--- src/verilog/sim_seq_pkg.sv ---
/*
  Shared constants of the interrupt sequencer: register offsets, bit
  positions, event bits, reset values and one-hot states.
  Assumes an 8-bit register port with a 3-bit word address.
*/
package sim_seq_pkg;

  // ---------------------------------------------------------------
  // Widths
  // ---------------------------------------------------------------
  localparam int NUM_SRC = 6;
  localparam int DATA_W  = 8;
  localparam int ADDR_W  = 3;
  localparam int VEC_W   = 16;
  localparam int NUM_EVT = 4;
  localparam int SRCN_W  = 4;

  // ---------------------------------------------------------------
  // Register offsets
  // ---------------------------------------------------------------
  localparam logic [ADDR_W-1:0] ADDR_STATUS1 = 3'h0;
  localparam logic [ADDR_W-1:0] ADDR_STATUS2 = 3'h1;
  localparam logic [ADDR_W-1:0] ADDR_STATUS3 = 3'h2;
  localparam logic [ADDR_W-1:0] ADDR_EVENT   = 3'h3;
  localparam logic [ADDR_W-1:0] ADDR_EVMASK  = 3'h4;

  // Request index inside the source vectors
  localparam int IDX_SRC1  = 0;
  localparam int IDX_SRC3  = 1;
  localparam int IDX_SRC4  = 2;
  localparam int IDX_SRC5  = 3;
  localparam int IDX_SRC14 = 4;
  localparam int IDX_SRC15 = 5;

  // Bit positions inside the status registers
  localparam int POS_SRC1  = 2;
  localparam int POS_SRC3  = 4;
  localparam int POS_SRC4  = 5;
  localparam int POS_SRC5  = 6;
  localparam int POS_SRC14 = 7;
  localparam int POS_SRC15 = 0;

  // Event bits
  localparam int EVT_ENTRY = 0;
  localparam int EVT_CHAIN = 1;
  localparam int EVT_WAKE  = 2;
  localparam int EVT_RESET = 3;

  localparam logic [NUM_EVT-1:0] EVMASK_RST = 4'h0;
  localparam logic [DATA_W-1:0]  READ_ZERO  = 8'h00;

  // Source number of each request index, lowest index wins arbitration
  function automatic logic [SRCN_W-1:0] src_number(input int idx);
    case (idx)
      IDX_SRC1:  src_number = 4'h1;
      IDX_SRC3:  src_number = 4'h3;
      IDX_SRC4:  src_number = 4'h4;
      IDX_SRC5:  src_number = 4'h5;
      IDX_SRC14: src_number = 4'hE;
      default:   src_number = 4'hF;
    endcase
  endfunction : src_number

  // ---------------------------------------------------------------
  // Sequencer states
  // ---------------------------------------------------------------
  typedef enum logic [15:0] {
    ST_IDLE     = 16'h0001,
    ST_DUMMY    = 16'h0002,
    ST_PUSH_PCL = 16'h0004,
    ST_PUSH_PCH = 16'h0008,
    ST_PUSH_X   = 16'h0010,
    ST_PUSH_A   = 16'h0020,
    ST_PUSH_CCR = 16'h0040,
    ST_VECT_HI  = 16'h0080,
    ST_VECT_LO  = 16'h0100,
    ST_FETCH    = 16'h0200,
    ST_PULL_CCR = 16'h0400,
    ST_PULL_A   = 16'h0800,
    ST_PULL_X   = 16'h1000,
    ST_PULL_PCH = 16'h2000,
    ST_PULL_PCL = 16'h4000,
    ST_PREFETCH = 16'h8000
  } seq_state_type;

endpackage : sim_seq_pkg

--- src/verilog/fixed_priority_pick.sv ---
/*
  Fixed priority picker: lowest set index wins.
  Combinational; assumes requests from the same clock.
*/
`timescale 1ns/10ps
module fixed_priority_pick #(
  parameter int N     = 6,
  parameter int IDX_W = 3
) (
  input  wire logic [N-1:0]     req_i,   // Candidate requests
  output logic                  any_o,   // At least one request
  output logic      [IDX_W-1:0] idx_o    // Winning index
);

  always_comb begin
    any_o = 1'b0;
    idx_o = '0;
    for (int i = N - 1; i >= 0; i--) begin
      if (req_i[i]) begin
        any_o = 1'b1;
        idx_o = IDX_W'(i);
      end
    end
  end

endmodule : fixed_priority_pick

--- src/verilog/event_flags.sv ---
/*
  Sticky write-one-to-clear event flags, mask and level interrupt.
  Assumes set pulses and write strobes on the same clock.
*/
`timescale 1ns/10ps
module event_flags #(
  parameter int                N        = 4,
  parameter logic [N-1:0]      MASK_RST = '0
) (
  input  wire logic          clk_i,       // Clock
  input  wire logic          rst_i,       // Synchronous reset
  input  wire logic [N-1:0]  set_i,       // Event pulses
  input  wire logic          clr_wr_i,    // Write to status
  input  wire logic          mask_wr_i,   // Write to mask
  input  wire logic [N-1:0]  data_i,      // Write data
  output logic      [N-1:0]  status_o,    // Sticky flags
  output logic      [N-1:0]  mask_o,      // Enable mask
  output logic               irq_o        // Level interrupt
);

  wire [N-1:0] clr_bits    = clr_wr_i ? data_i : '0;
  // A set in the clearing cycle survives
  wire [N-1:0] next_status = (status_o & ~clr_bits) | set_i;
  wire [N-1:0] next_mask   = mask_wr_i ? data_i : mask_o;

  always_ff @(posedge clk_i) begin
    if (rst_i) begin
      status_o <= '0;
      mask_o   <= MASK_RST;
      irq_o    <= 1'b0;
    end else begin
      status_o <= next_status;
      mask_o   <= next_mask;
      irq_o    <= |(next_status & next_mask);
    end
  end

endmodule : event_flags

--- src/verilog/sim_interrupt_sequencer.sv ---
/*
  Interrupt sequencer: boundary decisions, stacking, vector and return
  steps, and three request status registers.
  Assumes instr_done_i or rti_exec_i pulses at each instruction end, all
  inputs on ref_clk_i.
*/
// Overview of operation
// - Interrupts start only after current instruction ends
// - Take when mask clear and source enabled
// - Lowest index source wins among pending
// - Pending request after return enters immediately
// - Return always prefetches the following opcode, even when a pending request chains
// - High index register never stacked on entry
// - Status one shows sources 1,3,4,5 only
// - Status two shows only source 14
// - Status three shows only source 15
// - All reset sources equal, above interrupts
// - Wait or stop clears core mask
`timescale 1ns/10ps
module sim_interrupt_sequencer #(
  parameter int                           RST_W      = 4,
  parameter logic [sim_seq_pkg::VEC_W-1:0] VECTOR_TOP = 16'hFFFE
) (
  input  wire logic                                ref_clk_i,       // 100 MHz clock
  input  wire logic                                sys_rst_i,       // Sync reset, high
  input  wire logic [sim_seq_pkg::ADDR_W-1:0]      addr_i,          // Register address
  input  wire logic [sim_seq_pkg::DATA_W-1:0]      wr_data_i,       // Write data
  input  wire logic                                wr_en_i,         // Write strobe
  input  wire logic                                rd_en_i,         // Read strobe
  output logic      [sim_seq_pkg::DATA_W-1:0]      rd_data_o,       // Read data
  input  wire logic [sim_seq_pkg::NUM_SRC-1:0]     irq_req_i,       // Peripheral requests
  input  wire logic [sim_seq_pkg::NUM_SRC-1:0]     irq_en_i,        // Source enables
  input  wire logic                                core_mask_i,     // Core mask bit
  input  wire logic                                instr_done_i,    // Instruction boundary
  input  wire logic                                rti_exec_i,      // Return ends
  input  wire logic                                lowpower_exec_i, // Wait or stop
  input  wire logic [RST_W-1:0]                    reset_src_i,     // Reset sources
  output logic                                     core_reset_o,    // Core reset
  output logic                                     core_hold_o,     // Sequence running
  output sim_seq_pkg::seq_state_type               bus_step_o,      // Current bus step
  output logic      [sim_seq_pkg::VEC_W-1:0]       vector_addr_o,   // Vector byte address
  output logic      [sim_seq_pkg::SRCN_W-1:0]      grant_src_o,     // Serviced source
  output logic                                     mask_set_o,      // Set core mask
  output logic                                     mask_clear_o,    // Clear core mask
  output logic                                     fetch_next_o,    // Fetch next opcode
  output logic                                     irq_o            // Event interrupt
);

  localparam int IDX_W = $clog2(sim_seq_pkg::NUM_SRC);

  // ---------------------------------------------------------------
  // Request evaluation
  // ---------------------------------------------------------------
  logic [sim_seq_pkg::NUM_SRC-1:0] candidate;
  logic                            cand_any;
  logic [IDX_W-1:0]                cand_idx;
  logic                            take_irq;
  logic                            any_reset;

  assign candidate = irq_req_i & irq_en_i;
  assign take_irq  = cand_any & ~core_mask_i;
  assign any_reset = |reset_src_i;

  fixed_priority_pick #(
    .N     (sim_seq_pkg::NUM_SRC),
    .IDX_W (IDX_W)
  ) u_pick (
    .req_i (candidate),
    .any_o (cand_any),
    .idx_o (cand_idx)
  );

  logic [sim_seq_pkg::SRCN_W-1:0] cand_src;
  logic [sim_seq_pkg::VEC_W-1:0]  cand_vector;

  assign cand_src    = sim_seq_pkg::src_number(int'(cand_idx));
  // Two bytes per vector, counting down from the top
  assign cand_vector = VECTOR_TOP
                     - sim_seq_pkg::VEC_W'({cand_src, 1'b0});

  // ---------------------------------------------------------------
  // Sequencer
  // ---------------------------------------------------------------
  sim_seq_pkg::seq_state_type state;
  sim_seq_pkg::seq_state_type next_state;
  logic                       start_entry;
  logic                       chain_entry;
  logic                       next_fetch;

  assign start_entry = (state == sim_seq_pkg::ST_IDLE) & instr_done_i
                     & ~rti_exec_i & take_irq;
  assign chain_entry = (state == sim_seq_pkg::ST_PREFETCH) & take_irq;
  assign next_fetch  = ((state == sim_seq_pkg::ST_IDLE) & instr_done_i
                        & ~rti_exec_i & ~take_irq)
                     | ((state == sim_seq_pkg::ST_PREFETCH) & ~take_irq);

  always_comb begin
    next_state = state;
    case (state)
      sim_seq_pkg::ST_IDLE: begin
        if (rti_exec_i) begin
          next_state = sim_seq_pkg::ST_PULL_CCR;
        end else if (start_entry) begin
          next_state = sim_seq_pkg::ST_DUMMY;
        end
      end

      sim_seq_pkg::ST_DUMMY:
        next_state = sim_seq_pkg::ST_PUSH_PCL;

      sim_seq_pkg::ST_PUSH_PCL:
        next_state = sim_seq_pkg::ST_PUSH_PCH;

      sim_seq_pkg::ST_PUSH_PCH:
        next_state = sim_seq_pkg::ST_PUSH_X;

      sim_seq_pkg::ST_PUSH_X:
        next_state = sim_seq_pkg::ST_PUSH_A;

      sim_seq_pkg::ST_PUSH_A:
        next_state = sim_seq_pkg::ST_PUSH_CCR;

      sim_seq_pkg::ST_PUSH_CCR:
        next_state = sim_seq_pkg::ST_VECT_HI;

      sim_seq_pkg::ST_VECT_HI:
        next_state = sim_seq_pkg::ST_VECT_LO;

      sim_seq_pkg::ST_VECT_LO:
        next_state = sim_seq_pkg::ST_FETCH;

      sim_seq_pkg::ST_FETCH:
        next_state = sim_seq_pkg::ST_IDLE;

      sim_seq_pkg::ST_PULL_CCR:
        next_state = sim_seq_pkg::ST_PULL_A;

      sim_seq_pkg::ST_PULL_A:
        next_state = sim_seq_pkg::ST_PULL_X;

      sim_seq_pkg::ST_PULL_X:
        next_state = sim_seq_pkg::ST_PULL_PCH;

      sim_seq_pkg::ST_PULL_PCH:
        next_state = sim_seq_pkg::ST_PULL_PCL;

      sim_seq_pkg::ST_PULL_PCL:
        next_state = sim_seq_pkg::ST_PREFETCH;

      sim_seq_pkg::ST_PREFETCH: begin
        if (chain_entry) begin
          next_state = sim_seq_pkg::ST_DUMMY;
        end else begin
          next_state = sim_seq_pkg::ST_IDLE;
        end
      end

      default:
        next_state = sim_seq_pkg::ST_IDLE;
    endcase
  end

  // Vector address follows the step: high byte, then low byte
  logic [sim_seq_pkg::VEC_W-1:0] vector_hi;
  logic [sim_seq_pkg::VEC_W-1:0] next_vector_addr;
  logic                          latch_grant;

  assign latch_grant = start_entry | chain_entry;
  assign next_vector_addr =
      (next_state == sim_seq_pkg::ST_VECT_HI) ? vector_hi :
      (next_state == sim_seq_pkg::ST_VECT_LO) ? vector_hi + 16'h0001 :
      vector_addr_o;

  always_ff @(posedge ref_clk_i) begin
    if (sys_rst_i | any_reset) begin
      state        <= sim_seq_pkg::ST_IDLE;
      bus_step_o   <= sim_seq_pkg::ST_IDLE;
      core_hold_o  <= 1'b0;
      fetch_next_o <= 1'b0;
      mask_set_o   <= 1'b0;
    end else begin
      state        <= next_state;
      bus_step_o   <= next_state;
      core_hold_o  <= (next_state != sim_seq_pkg::ST_IDLE);
      fetch_next_o <= next_fetch;
      mask_set_o   <= (state == sim_seq_pkg::ST_PUSH_CCR);
    end
  end

  // The granted source is held for the whole entry, so a request that
  // drops mid-sequence cannot change the vector fetched.
  always_ff @(posedge ref_clk_i) begin
    if (sys_rst_i | any_reset) begin
      vector_hi     <= '0;
      vector_addr_o <= '0;
      grant_src_o   <= '0;
    end else begin
      vector_addr_o <= next_vector_addr;
      if (latch_grant) begin
        vector_hi   <= cand_vector;
        grant_src_o <= cand_src;
      end
    end
  end

  always_ff @(posedge ref_clk_i) begin
    if (sys_rst_i) begin
      core_reset_o <= 1'b0;
      mask_clear_o <= 1'b0;
    end else begin
      core_reset_o <= any_reset;
      mask_clear_o <= lowpower_exec_i & ~any_reset;
    end
  end

  // ---------------------------------------------------------------
  // Event flags and interrupt
  // ---------------------------------------------------------------
  logic [sim_seq_pkg::NUM_EVT-1:0] evt_set;
  logic [sim_seq_pkg::NUM_EVT-1:0] evt_status;
  logic [sim_seq_pkg::NUM_EVT-1:0] evt_mask;
  logic                            evt_clr_wr;
  logic                            evt_mask_wr;
  logic                            irq_level;

  always_comb begin
    evt_set = '0;
    evt_set[sim_seq_pkg::EVT_ENTRY] = start_entry & ~any_reset;
    evt_set[sim_seq_pkg::EVT_CHAIN] = chain_entry & ~any_reset;
    evt_set[sim_seq_pkg::EVT_WAKE]  = lowpower_exec_i & ~any_reset;
    evt_set[sim_seq_pkg::EVT_RESET] = any_reset;
  end

  assign evt_clr_wr  = wr_en_i & (addr_i == sim_seq_pkg::ADDR_EVENT);
  assign evt_mask_wr = wr_en_i & (addr_i == sim_seq_pkg::ADDR_EVMASK);

  event_flags #(
    .N        (sim_seq_pkg::NUM_EVT),
    .MASK_RST (sim_seq_pkg::EVMASK_RST)
  ) u_events (
    .clk_i     (ref_clk_i),
    .rst_i     (sys_rst_i),
    .set_i     (evt_set),
    .clr_wr_i  (evt_clr_wr),
    .mask_wr_i (evt_mask_wr),
    .data_i    (wr_data_i[sim_seq_pkg::NUM_EVT-1:0]),
    .status_o  (evt_status),
    .mask_o    (evt_mask),
    .irq_o     (irq_level)
  );

  assign irq_o = irq_level;

  // ---------------------------------------------------------------
  // Register read port
  // ---------------------------------------------------------------
  logic [sim_seq_pkg::DATA_W-1:0] status1_word;
  logic [sim_seq_pkg::DATA_W-1:0] status2_word;
  logic [sim_seq_pkg::DATA_W-1:0] status3_word;
  logic [sim_seq_pkg::DATA_W-1:0] read_word;

  // Flags show live requests, independent of enables or mask
  always_comb begin
    status1_word = sim_seq_pkg::READ_ZERO;
    status2_word = sim_seq_pkg::READ_ZERO;
    status3_word = sim_seq_pkg::READ_ZERO;
    status1_word[sim_seq_pkg::POS_SRC1] = irq_req_i[sim_seq_pkg::IDX_SRC1];
    status1_word[sim_seq_pkg::POS_SRC3] = irq_req_i[sim_seq_pkg::IDX_SRC3];
    status1_word[sim_seq_pkg::POS_SRC4] = irq_req_i[sim_seq_pkg::IDX_SRC4];
    status1_word[sim_seq_pkg::POS_SRC5] = irq_req_i[sim_seq_pkg::IDX_SRC5];
    status2_word[sim_seq_pkg::POS_SRC14] = irq_req_i[sim_seq_pkg::IDX_SRC14];
    status3_word[sim_seq_pkg::POS_SRC15] = irq_req_i[sim_seq_pkg::IDX_SRC15];
  end

  always_comb begin
    case (addr_i)
      sim_seq_pkg::ADDR_STATUS1:
        read_word = status1_word;

      sim_seq_pkg::ADDR_STATUS2:
        read_word = status2_word;

      sim_seq_pkg::ADDR_STATUS3:
        read_word = status3_word;

      sim_seq_pkg::ADDR_EVENT:
        read_word = {{(sim_seq_pkg::DATA_W - sim_seq_pkg::NUM_EVT){1'b0}}, evt_status};

      sim_seq_pkg::ADDR_EVMASK:
        read_word = {{(sim_seq_pkg::DATA_W - sim_seq_pkg::NUM_EVT){1'b0}}, evt_mask};

      default:
        read_word = sim_seq_pkg::READ_ZERO;
    endcase
  end

  // Data stand only in the cycle after the strobe
  always_ff @(posedge ref_clk_i) begin
    if (sys_rst_i) begin
      rd_data_o <= sim_seq_pkg::READ_ZERO;
    end else if (rd_en_i) begin
      rd_data_o <= read_word;
    end else begin
      rd_data_o <= sim_seq_pkg::READ_ZERO;
    end
  end

endmodule : sim_interrupt_sequencer

--- config.mk ---
export PLATFORM = sky130hd
export DESIGN_NAME = sim_interrupt_sequencer
export DESIGN_NICKNAME = d
export VERILOG_FILES = /design/src/verilog/sim_seq_pkg.sv /design/src/verilog/fixed_priority_pick.sv /design/src/verilog/event_flags.sv /design/src/verilog/sim_interrupt_sequencer.sv
export SDC_FILE = /design/constraint.sdc
export NUM_CORES = 1
export LEC_CHECK = 0
export ABC_AREA = 1
export BUFFER_PORTS_ARGS = -buffer_cell sky130_fd_sc_hd__buf_2
export CAP_MARGIN = 20
export CORE_ASPECT_RATIO = 0.6
export CORE_MARGIN = 5
export CORE_UTILIZATION = 50
export DETAILED_ROUTE_END_ITERATION = 10
export PLACE_DENSITY = 0.79
export SLEW_MARGIN = 20
export SYNTH_ARGS = -nofsm -noshare
export SYNTH_HDL_FRONTEND = slang
export SYNTH_SLANG_ARGS = --single-unit
--- constraint.sdc ---
create_clock -name ref_clk_i -period 1.6 [get_ports ref_clk_i]
set_input_delay 0.32 -clock ref_clk_i [delete_from_list [all_inputs] [get_ports ref_clk_i]]
set_output_delay 0.32 -clock ref_clk_i [all_outputs]
set_load 0.01 [all_outputs]
==> impl_metrics.json, run 1 <==
{
  "setup_viol": 0,
  "core_region_area_sq_mm": 0.00498,
  "hpwl_mm": 4.84,
  "p_int_mw": 1.70,
  "p_seq_share_pct": 59.6,
  "die-area_sq_mm": 0.00665,
  "start_util_pct": 51.0,
  "drive_gt1_share_pct": 32.5,
  "worst_ep_required_time_ps": 1820,
  "syn_inst": 361,
  "grtUsageTotal_pct": 18.6,
  "crit_path_start_kind": "flop",
  "synth_top_area_share_pct": 41.8,
  "ys_seq_elements": 53,
  "fp.dieH_um": 65.2,
  "power_mw": 2.24,
  "p_per_area_mw_per_mm2": 707,
  "drcViolationCount": 0,
  "syn_nets": 396,
  "antenna_found_initial": 0,
  "hp-class": "in2reg",
  "cts_max_path_buffers": 2,
  "h-tree-depth": 2,
  "fin_crit_ps": 1510,
  "worstMarginPinSlew_ps": 627,
  "maxCapViolations": 0,
  "synthesis.area_sq_mm": 0.00254,
  "wl_per_cell_um": 12.0,
  "synthAdderAreaFrac_pct": 0,
  "postRouteAntennaNets": 0,
  "syn2layout_area_growth_pct": 24.9,
  "fmax_mhz": 663,
  "vias": 2457,
  "synth.most_common_cell": "nand2_1",
  "ctsHoldBuffers": 0,
  "port_buffers": 80,
  "synth_mux_area_share_pct": 0,
  "synth-async-reset-ratio_pct": 0,
  "synth_top_area_cell": "dfxtp_1",
  "power.leakage_nw": 1.70,
  "synth_area_leaders": "dfxtp_1 42%, nand2_1 13%, nor2_1 10%",
  "synth_compound_area_share_pct": 9.61,
  "relSlewSlack_pct": 58.1,
  "place.gp.congestion": 0.857,
  "clk_pin_slew_ps": 90,
  "rows": 20,
  "power.switching_mw": 0.539,
  "holdWs_ps": 202,
  "avgViaCountPerCell": 4.77,
  "grt_pass1_vias": 2209,
  "cp.arrival_ps": 1730,
  "syn_area_per_cell_sq_um": 7.03,
  "synth.distinct_cells": 26,
  "grt_max_degree": 20,
  "clock-sinks": 53,
  "finalHoldViolCount": 0,
  "ios": 85,
  "worst-setup-path-type": "reg2reg",
  "drv_slew": 0,
  "cts_tree": "yes",
  "cts_root_buf": "clkbuf_8",
  "synth_simple_gate_area_share_pct": 36.8,
  "power_frac_comb_pct": 9.3,
  "routed_wl_mm": 6.18,
  "firstDrtPassIters": 4,
  "cts_buffers": 5,
  "end_kind": "flop",
  "skew_ps": 7.04,
  "ys_warn_count": 0,
  "status": "finished clean",
  "path_max_fanout": 5,
  "final_area_sq_mm": 0.00317,
  "synthTopCellsByCount": "91 x nand2_1, 68 x nor2_1, 53 x dfxtp_1, 47 x inv_1",
  "clkLatencyLatePin_ps": 300,
  "yosys_most_used_dff": "dfxtp_1",
  "synth_top_family_by_area": "simple AND/OR/NAND/NOR gates",
  "grt_pass1_wl_mm": 9.84,
  "fin_ws_ps": 92.8,
  "clockPowerShare_pct": 31.1,
  "ys_seq_area_share_pct": 41.8,
  "antenna_cells": 0,
  "grt-ovfl-total": 0,
  "swShare_pct": 24.0,
  "fin_nets": 485,
  "die_w_um": 102,
  "finalCritPeriodShare_pct": 94.2,
  "synth_enable_flop_cells": 0,
  "peakVddDrop_mv": 0.376,
  "dpl_cell_area_sq_mm": 0.00302,
  "synthXorXnorAreaFrac_pct": 0,
  "drt_iter0_markers": 115,
  "dp_slack_ps": -49.7
}
[cell usage in the layout (no fill, tap or decap)]
| master | count |
|---|---|
| o21a_1 | 2 |
| clkinv_2 | 1 |
| clkbuf_8 | 5 |
| a21oi_2 | 6 |
| o211ai_1 | 3 |
| inv_2 | 1 |
| a211oi_1 | 1 |
| inv_4 | 1 |
| buf_2 | 80 |
| nand2_1 | 89 |
| nor3_1 | 3 |
| nand2_8 | 1 |
| nor2_8 | 2 |
| o21ai_0 | 14 |
| nor2_2 | 2 |
| nand2_4 | 6 |
| nand2_2 | 6 |
| buf_6 | 1 |
| a21oi_1 | 11 |
| dfxtp_1 | 45 |
| a31oi_1 | 1 |
| inv_1 | 46 |
| nor4_1 | 2 |
| buf_4 | 16 |
| o21ai_1 | 3 |
| nor2_4 | 10 |
| nand3_1 | 14 |
| nor2_1 | 67 |
| dfxtp_2 | 8 |
| nand4_1 | 2 |
[layout make-up]
cell class / count / area [sq um]
tap: 66 / 82.6
multi-input combinational: 245 / 1230
timing repair buffer: 97 / 532
sequential: 53 / 1070
clock buffer: 5 / 68.8
inverter: 48 / 183
fill: 441 / 1810
clock inverter: 1 / 5.00
[layer usage]
metal,share of wire [%],up-vias,track usage (%)
li1,-,1279,-
met1,50,1089,27.8
met2,41,84,27.3
met3,8.4,5,4.35
met4,0.50,0,3.44
met5,0,-,0
[cell families (layout without fill, tap and decap cells)]
| kind of cell | after synthesis | after routing |
|---|---|---|
| and+or+nand+nor | 203 | 204 |
| buffers and inverters | 64 | 151 |
| DFF | 53 | 53 |
| AOI/OAI and AO/OA | 41 | 41 |
[path summary, 6_finish.rpt]
check	endpoint	slack (ps)	cells past startpoint	start
setup / recovery	state[1]	90	9	state[5]
hold / removal	rd_data_o[7]	200	2	addr_i[2]
setup reg to reg	state[1]	90	9	state[5]
hold reg to reg	rd_data_o[1]	460	2	u_events.mask_o[1]
[stage by stage]
step | utilization, % | setup TNS [ps] | std cells
after global routing | 63.7 | -6.13 | 515
after CTS | 62.3 | 0 | 512
after detailed placement | 60.6 | -49.7 | 506
final | 63.7 | 0 | 515
after global placement | 60.6 | 0 | 506
after floorplan | - | 0 | 361
[timing repair]
| item | in CTS | in global routing |
|---|---|---|
| cloned | 0 | 1 |
| endpoints found under the setup margin | 2 | 17 |
| resized for setup | 2 | 17 |
| pin swaps | 0 | 6 |
| setup buffers | 0 | 2 |
[registers in the layout (all words and copies together) (netlist names)]
signal             cells
u_events.irq_o         1
core_reset_o           1
mask_clear_o           1
mask_set_o             1
state                 16
rd_data_o              8
vector_hi              5
u_events.mask_o        4
core_hold_o            1
vector_addr_o          6
fetch_next_o           1
grant_src_o            4
u_events.status_o      4
[critical path, cell delays in order (launching register included)]
cell,delay [ps]
dfxtp_1,360
nor2_4,140
nand2_4,110
nor2_4,130
nand2_2,90
nor2_4,140
nand2_4,110
inv_1,70
o21ai_0,90
a21oi_1,170
[power groups by stage]
| stage | clock [mW] | combinational (mW) | sequential (mW) |
|---|---|---|---|
| 3_5_place_dp | 0 | 0.196 | 1.37 |
| 6_report | 0.697 | 0.209 | 1.34 |
| 3_3_place_gp | 0 | 0.192 | 1.37 |
| 2_1_floorplan | 0 | 0.109 | 1.37 |
| 4_1_cts | 0.724 | 0.199 | 1.34 |
| 5_1_grt | 0.787 | 0.233 | 1.34 |
Note: power is estimated with default switching activity, not from simulation.
==> inputs of run 2 (changes only) <==
GPL_ROUTABILITY_DRIVEN = 0   (was unset)
PLACE_DENSITY = 0.8   (was 0.79)
SYNTH_HIERARCHICAL = 1   (was unset)
==> impl_metrics.json, run 2 <==
{
  "syn2layout_area_growth_pct": 30.8,
  "power.switching_mw": 0.566,
  "fin_nets": 504,
  "synth_simple_gate_area_share_pct": 38.9,
  "syn_area_per_cell_sq_um": 6.73,
  "grt-ovfl-total": 0,
  "power.leakage_nw": 1.73,
  "synthTopCellsByCount": "103 x nand2_1, 65 x nor2_1, 53 x dfxtp_1, 50 x inv_1, 23 x a21oi_1",
  "dpl_cell_area_sq_mm": 0.00300,
  "setup-tns-final_ps": 0,
  "synth_top_family_by_area": "simple AND/OR/NAND/NOR gates",
  "worst-setup-path-type": "reg2reg",
  "fp.dieH_um": 64.8,
  "rows": 19,
  "fin_crit_ps": 1570,
  "grt_max_degree": 17,
  "clkLatencyLatePin_ps": 310,
  "fmax_mhz": 639,
  "wl_per_cell_um": 11.7,
  "grt_pass1_wl_mm": 10.1,
  "skew_ps": 4.01,
  "routed_wl_mm": 6.24,
  "avgViaCountPerCell": 4.79,
  "postRouteAntennaNets": 0,
  "peakVddDrop_mv": 0.518,
  "drv_slew": 0,
  "multi_input_area_sq_mm": 0.00120,
  "final_area_sq_mm": 0.00327,
  "cts_root_buf": "clkbuf_8",
  "die-area_sq_mm": 0.00657,
  "yosys_most_used_dff": "dfxtp_1",
  "synth_top_area_cell": "dfxtp_1",
  "fillers": 400,
  "largest_register_ffs": 16,
  "grtUsageTotal_pct": 19.1,
  "drcViolationCount": 0,
  "path_max_fanout": 5,
  "regArea_sq_mm": 0.00108,
  "syn_nets": 407,
  "synth_mux_area_share_pct": 0,
  "synthesis.area_sq_mm": 0.00250,
  "p_int_mw": 2.03,
  "synthXorXnorAreaFrac_pct": 0,
  "hpwl_mm": 4.69,
  "h-tree-depth": 2,
  "synth-async-reset-ratio_pct": 0,
  "swShare_pct": 21.8,
  "synth_enable_flop_cells": 0,
  "ys_seq_area_share_pct": 42.4,
  "grt_pass1_vias": 2304,
  "p_per_area_mw_per_mm2": 792,
  "power_frac_comb_pct": 7.7,
  "ys_warn_count": 6,
  "synth_compound_area_share_pct": 7.05,
  "antenna_cells": 0,
  "start_util_pct": 53.2,
  "relSlewSlack_pct": 75.0,
  "maxCapViolations": 0,
  "ios": 85,
  "end_kind": "flop",
  "biggestRegsByFlops": "state: 16 flops, rd_data_o: 8 flops, vector_addr_o: 6 flops",
  "drt_iter0_markers": 173,
  "port_buffers": 80,
  "synth.distinct_cells": 21,
  "mostFrequentLayoutCell": "nand2_1",
  "rsz0062_at_grt": "yes",
  "synth.most_common_cell": "nand2_1",
  "p_seq_share_pct": 51.3,
  "ys_seq_elements": 53,
  "hp-class": "in2reg",
  "worstMarginPinSlew_ps": 374,
  "cp.arrival_ps": 1770,
  "cts_tree": "yes",
  "final_cell_mix": "101 x nand2_1, 80 x buf_2, 63 x nor2_1, 50 x inv_1, 41 x dfxtp_1",
  "synth_area_leaders": "dfxtp_1 42%, nand2_1 15%, nor2_1 9.8%",
  "cts_max_path_buffers": 2,
  "regMostFlops": "state",
  "cts_buffers": 5,
  "synthAdderAreaFrac_pct": 0,
  "status": "finished clean",
  "clockPowerShare_pct": 41.0,
  "worst_ep_required_time_ps": 1800,
  "drive_gt1_share_pct": 33.8,
  "clock-sinks": 53,
  "setup_viol": 0,
  "synth_top_area_share_pct": 42.4,
  "antenna_found_initial": 0,
  "finalHoldViolCount": 0,
  "die_w_um": 101,
  "final_util_pct": 69.6,
  "finalCritPeriodShare_pct": 97.8,
  "clk_pin_slew_ps": 100,
  "vias": 2554,
  "syn_inst": 372,
  "firstDrtPassIters": 5,
  "core_region_area_sq_mm": 0.00471,
  "crit_path_start_kind": "flop"
}
[run 2: cell types whose count changed in the layout (fill, tap and decap cells not counted), sizes merged, moves of 2 or more]
cell / before / now
buf: 97 / 103
o21ai: 17 / 7
inv: 48 / 55
nand3: 14 / 18
nor2: 81 / 78
o21a: 2 / 0
nand2: 102 / 111
a21oi: 17 / 26
o211ai: 3 / 0
bufinv: 0 / 2
nor3: 3 / 7
[run 2: through the flow]
stage | power (mW) | setup WS, ps | hold WS [ps] | cells
after floorplan | 1.47 | 104 | 392 | 372
after global placement | 1.55 | 71.3 | 443 | 516
after detailed placement | 1.56 | 11.9 | 452 | 516
after CTS | 2.61 | 6.66 | 210 | 524
after global routing | 2.70 | -112 | 212 | 533
final | 2.59 | 34.6 | 216 | 533
[run 2: path summary, 6_finish.rpt]
kind / cells past startpoint / slack [ps] / endpoint / startpoint
max: 10 / 30 / core_hold_o / state[4]
min: 2 / 220 / rd_data_o[7] / addr_i[1]
max reg2reg: 10 / 30 / core_hold_o / state[4]
min reg2reg: 2 / 470 / vector_addr_o[14] / vector_hi[5]
[run 2: kinds of logic (layout without fill, tap and decap cells)]
| group | count (synthesis) | in the layout |
|---|---|---|
| AND/OR/NAND/NOR | 218 | 218 |
| buffers and inverters | 68 | 166 |
| flip-flops | 53 | 53 |
| AO/OA/AOI/OAI | 33 | 33 |
[run 2: power by group through the flow]
stage	combinational (mW)	sequential [mW]	clock, mW
2_1_floorplan	0.105	1.37	0
3_3_place_gp	0.188	1.36	0
3_5_place_dp	0.194	1.36	0
4_1_cts	0.195	1.33	1.08
5_1_grt	0.225	1.33	1.14
6_report	0.200	1.33	1.06
[run 2: critical path, cell delays in order, from the launching register on]
cell     delay (ps)
dfxtp_1         410
nor2_4           70
buf_4           140
nand2_1          70
nor2_1           50
nand2_1         220
nand2_1         100
nor2_1          100
nand2_1          60
nor2_1          180
nor3_1           70
[run 2: cell type report]
| type | instances | share of cell area, % |
|---|---|---|
| multi-input combinational | 251 | 36.8 |
| sequential | 53 | 32.9 |
| timing repair buffer | 103 | 17.5 |
| inverter | 55 | 6.30 |
| tap | 63 | 2.41 |
| clock buffer | 5 | 2.10 |
| clock inverter | 3 | 1.99 |
[run 2: routing by layer]
metal  global-route usage, %  routed length [um]  vias up
met5                       0                   0        -
li1                        -                   -     1319
met4                    5.64                  85        0
met2                    29.6                2840       94
met1                    26.7                2800     1130
met3                    4.18                 519       11
[run 2: timing repair]
action                                  in CTS  in global routing
pin swaps                                    0                 10
hold buffers                                 0                  0
endpoints found under the setup margin       1                 19
buffers inserted                             0                  9
gates cloned                                 0                  0
gates resized for setup                      1                 25
==> inputs of run 3 (changes only) <==
CORE_UTILIZATION = 45   (was 50)
PLACE_DENSITY = 0.75   (was 0.8)
SYNTH_HIERARCHICAL = unset   (was 1)
clock period = 1.3 ns   (was 1.6 ns; I/O delays follow)
==> impl_metrics.json, run 3 (same netlist as run 1, synthesis figures left out) <==
{
  "fin_crit_ps": 1480,
  "holdPathStages": 3,
  "die-area_sq_mm": 0.00729,
  "ios": 85,
  "antenna_found_initial": 0,
  "fp.dieH_um": 68.2,
  "core_region_area_sq_mm": 0.00552,
  "power.switching_mw": 0.663,
  "status": "finished with violations",
  "start_util_pct": 46.0,
  "vias": 2614,
  "drive_gt1_share_pct": 44.2,
  "p_seq_share_pct": 58.3,
  "violations": "setup timing",
  "path_max_fanout": 3,
  "fillers": 491,
  "peakVddDrop_mv": 0.550,
  "regArea_sq_mm": 0.00108,
  "cts_tree": "yes",
  "worst_ep_required_time_ps": 1550,
  "p_per_area_mw_per_mm2": 768,
  "firstDrtPassIters": 4,
  "routed_wl_mm": 6.44,
  "cts_root_buf": "clkbuf_8",
  "cts_max_path_buffers": 2,
  "hp-class": "in2reg",
  "power_mw": 2.82,
  "rows": 21,
  "crit_start": "state[9]",
  "power_frac_comb_pct": 10.8,
  "reg2regPathDepth": 12,
  "worst-setup-path-type": "reg2reg",
  "power.leakage_nw": 1.98,
  "grt-ovfl-total": 0,
  "reg2reg_to": "u_events.irq_o",
  "hpwl_mm": 5.29,
  "syn2layout_area_growth_pct": 44.5,
  "drt_iter0_markers": 99,
  "wl_per_cell_um": 11.2,
  "clkLatencyLatePin_ps": 290,
  "grt_pass1_vias": 2500,
  "mostFrequentLayoutCell": "nand2_1",
  "skew_ps": 4.25,
  "crit_path_start_kind": "flop",
  "biggestRegsByFlops": "state: 16 flops, rd_data_o: 8 flops, vector_addr_o: 6 flops",
  "fin_nets": 541,
  "antenna_cells": 0,
  "relSlewSlack_pct": 75.4,
  "cp.arrival_ps": 1730,
  "grt_max_degree": 16,
  "rsz0062_at_grt": "yes",
  "final_util_pct": 66.5,
  "clockPowerShare_pct": 30.9,
  "die_w_um": 107,
  "p_int_mw": 2.15,
  "drv_slew": 0,
  "postRouteAntennaNets": 0,
  "finalCritPeriodShare_pct": 114,
  "clock-sinks": 53,
  "cp-endpoint": "u_events.irq_o",
  "setup-tns-final_ps": -2760,
  "finalHoldViolCount": 0,
  "largest_register_ffs": 16,
  "dpl_cell_area_sq_mm": 0.00347,
  "fin_ws_ps": -183,
  "regMostFlops": "state",
  "grt_pass1_wl_mm": 10.7,
  "h-tree-depth": 2,
  "worstMarginPinSlew_ps": 368,
  "final_area_sq_mm": 0.00367,
  "maxCapViolations": 0,
  "port_buffers": 80,
  "avgViaCountPerCell": 4.54,
  "final_cell_mix": "87 x nand2_1, 80 x buf_2, 72 x buf_4, 65 x nor2_1, 42 x inv_1",
  "end_kind": "flop",
  "swShare_pct": 23.5,
  "fmax_mhz": 674,
  "setup_viol": 20,
  "grtUsageTotal_pct": 18.1,
  "clk_pin_slew_ps": 90,
  "regToRegStartpoint": "state[9]",
  "drcViolationCount": 0,
  "multi_input_area_sq_mm": 0.00127,
  "ff2ff_setup_slack_ps": -180,
  "cts_buffers": 5
}
[run 3: cell types whose count changed in the layout (fill, tap and decap cells not counted), sizes merged, moves of 2 or more]
cell    before  now
nor2        78   81
o21ai        7   17
bufinv       2    0
nand3       18   14
nor3         7    3
inv         55   48
o21a         0    2
o211ai       0    3
buf        103  154
a21oi       26   17
nand2      111  101
[run 3: final cells by class]
| type | count | share of cell area (%) |
|---|---|---|
| flip-flops and latches | 53 | 29.5 |
| multi-input cells | 244 | 34.6 |
| clock inverters | 2 | 0.273 |
| repair buffers | 154 | 26.3 |
| clock buffers | 6 | 1.98 |
| well taps | 69 | 2.35 |
| inverters | 48 | 4.98 |
[run 3: how the worst min path moves through the flow]
stage                            start             to  slack [ps]
floorplan                    addr_i[2]   rd_data_o[7]         340
global placement    u_events.mask_o[3]   rd_data_o[3]         450
detailed placement       vector_hi[14]  vector_hi[14]         460
CTS                       irq_req_i[2]   rd_data_o[5]         190
global route              irq_req_i[2]   rd_data_o[5]         200
finish                 lowpower_exec_i   mask_clear_o         200
[run 3: power by group through the flow]
stage / clock [mW] / sequential (mW) / combinational (mW)
final: 0.870 / 1.64 / 0.305
after global routing: 0.971 / 1.64 / 0.343
after global placement: 0 / 1.68 / 0.283
after CTS: 0.906 / 1.64 / 0.303
after floorplan: 0 / 1.68 / 0.135
after detailed placement: 0 / 1.68 / 0.290
[run 3: timing repair]
item                                    CTS  global route
endpoints found under the setup margin   23            36
buffers inserted                          2             2
resized for setup                        14            14
pin swaps                                 2             7
hold buffers                              0             0
[run 3: per-stage QoR]
stage               worst slack, ps  hold WS [ps]  cells
detailed placement             -243           457    564
global route                   -285           200    576
finish                         -183           203    576
global placement               -196           450    564
floorplan                      -103           337    361
CTS                            -159           191    574
[run 3: routing by layer]
metal	up-vias	share of wire [%]	global-route usage (%)
met1	1155	48	25.1
met2	64	45	30.2
met5	-	0	0
met4	0	0	2.23
li1	1395	-	-
met3	0	6.7	3.86
[run 3: critical path, stage by stage, from the launching register on]
cell and delay (ps):
dfxtp_2 340, nor2_4 130, nand2_4 80, nor2_4 160, nand2_2 100, nor2_4 160
buf_6 120, nand3_4 50, nand2_1 70, nand2_1 70, nand3_2 60, nand2_1 50
inv_1 40
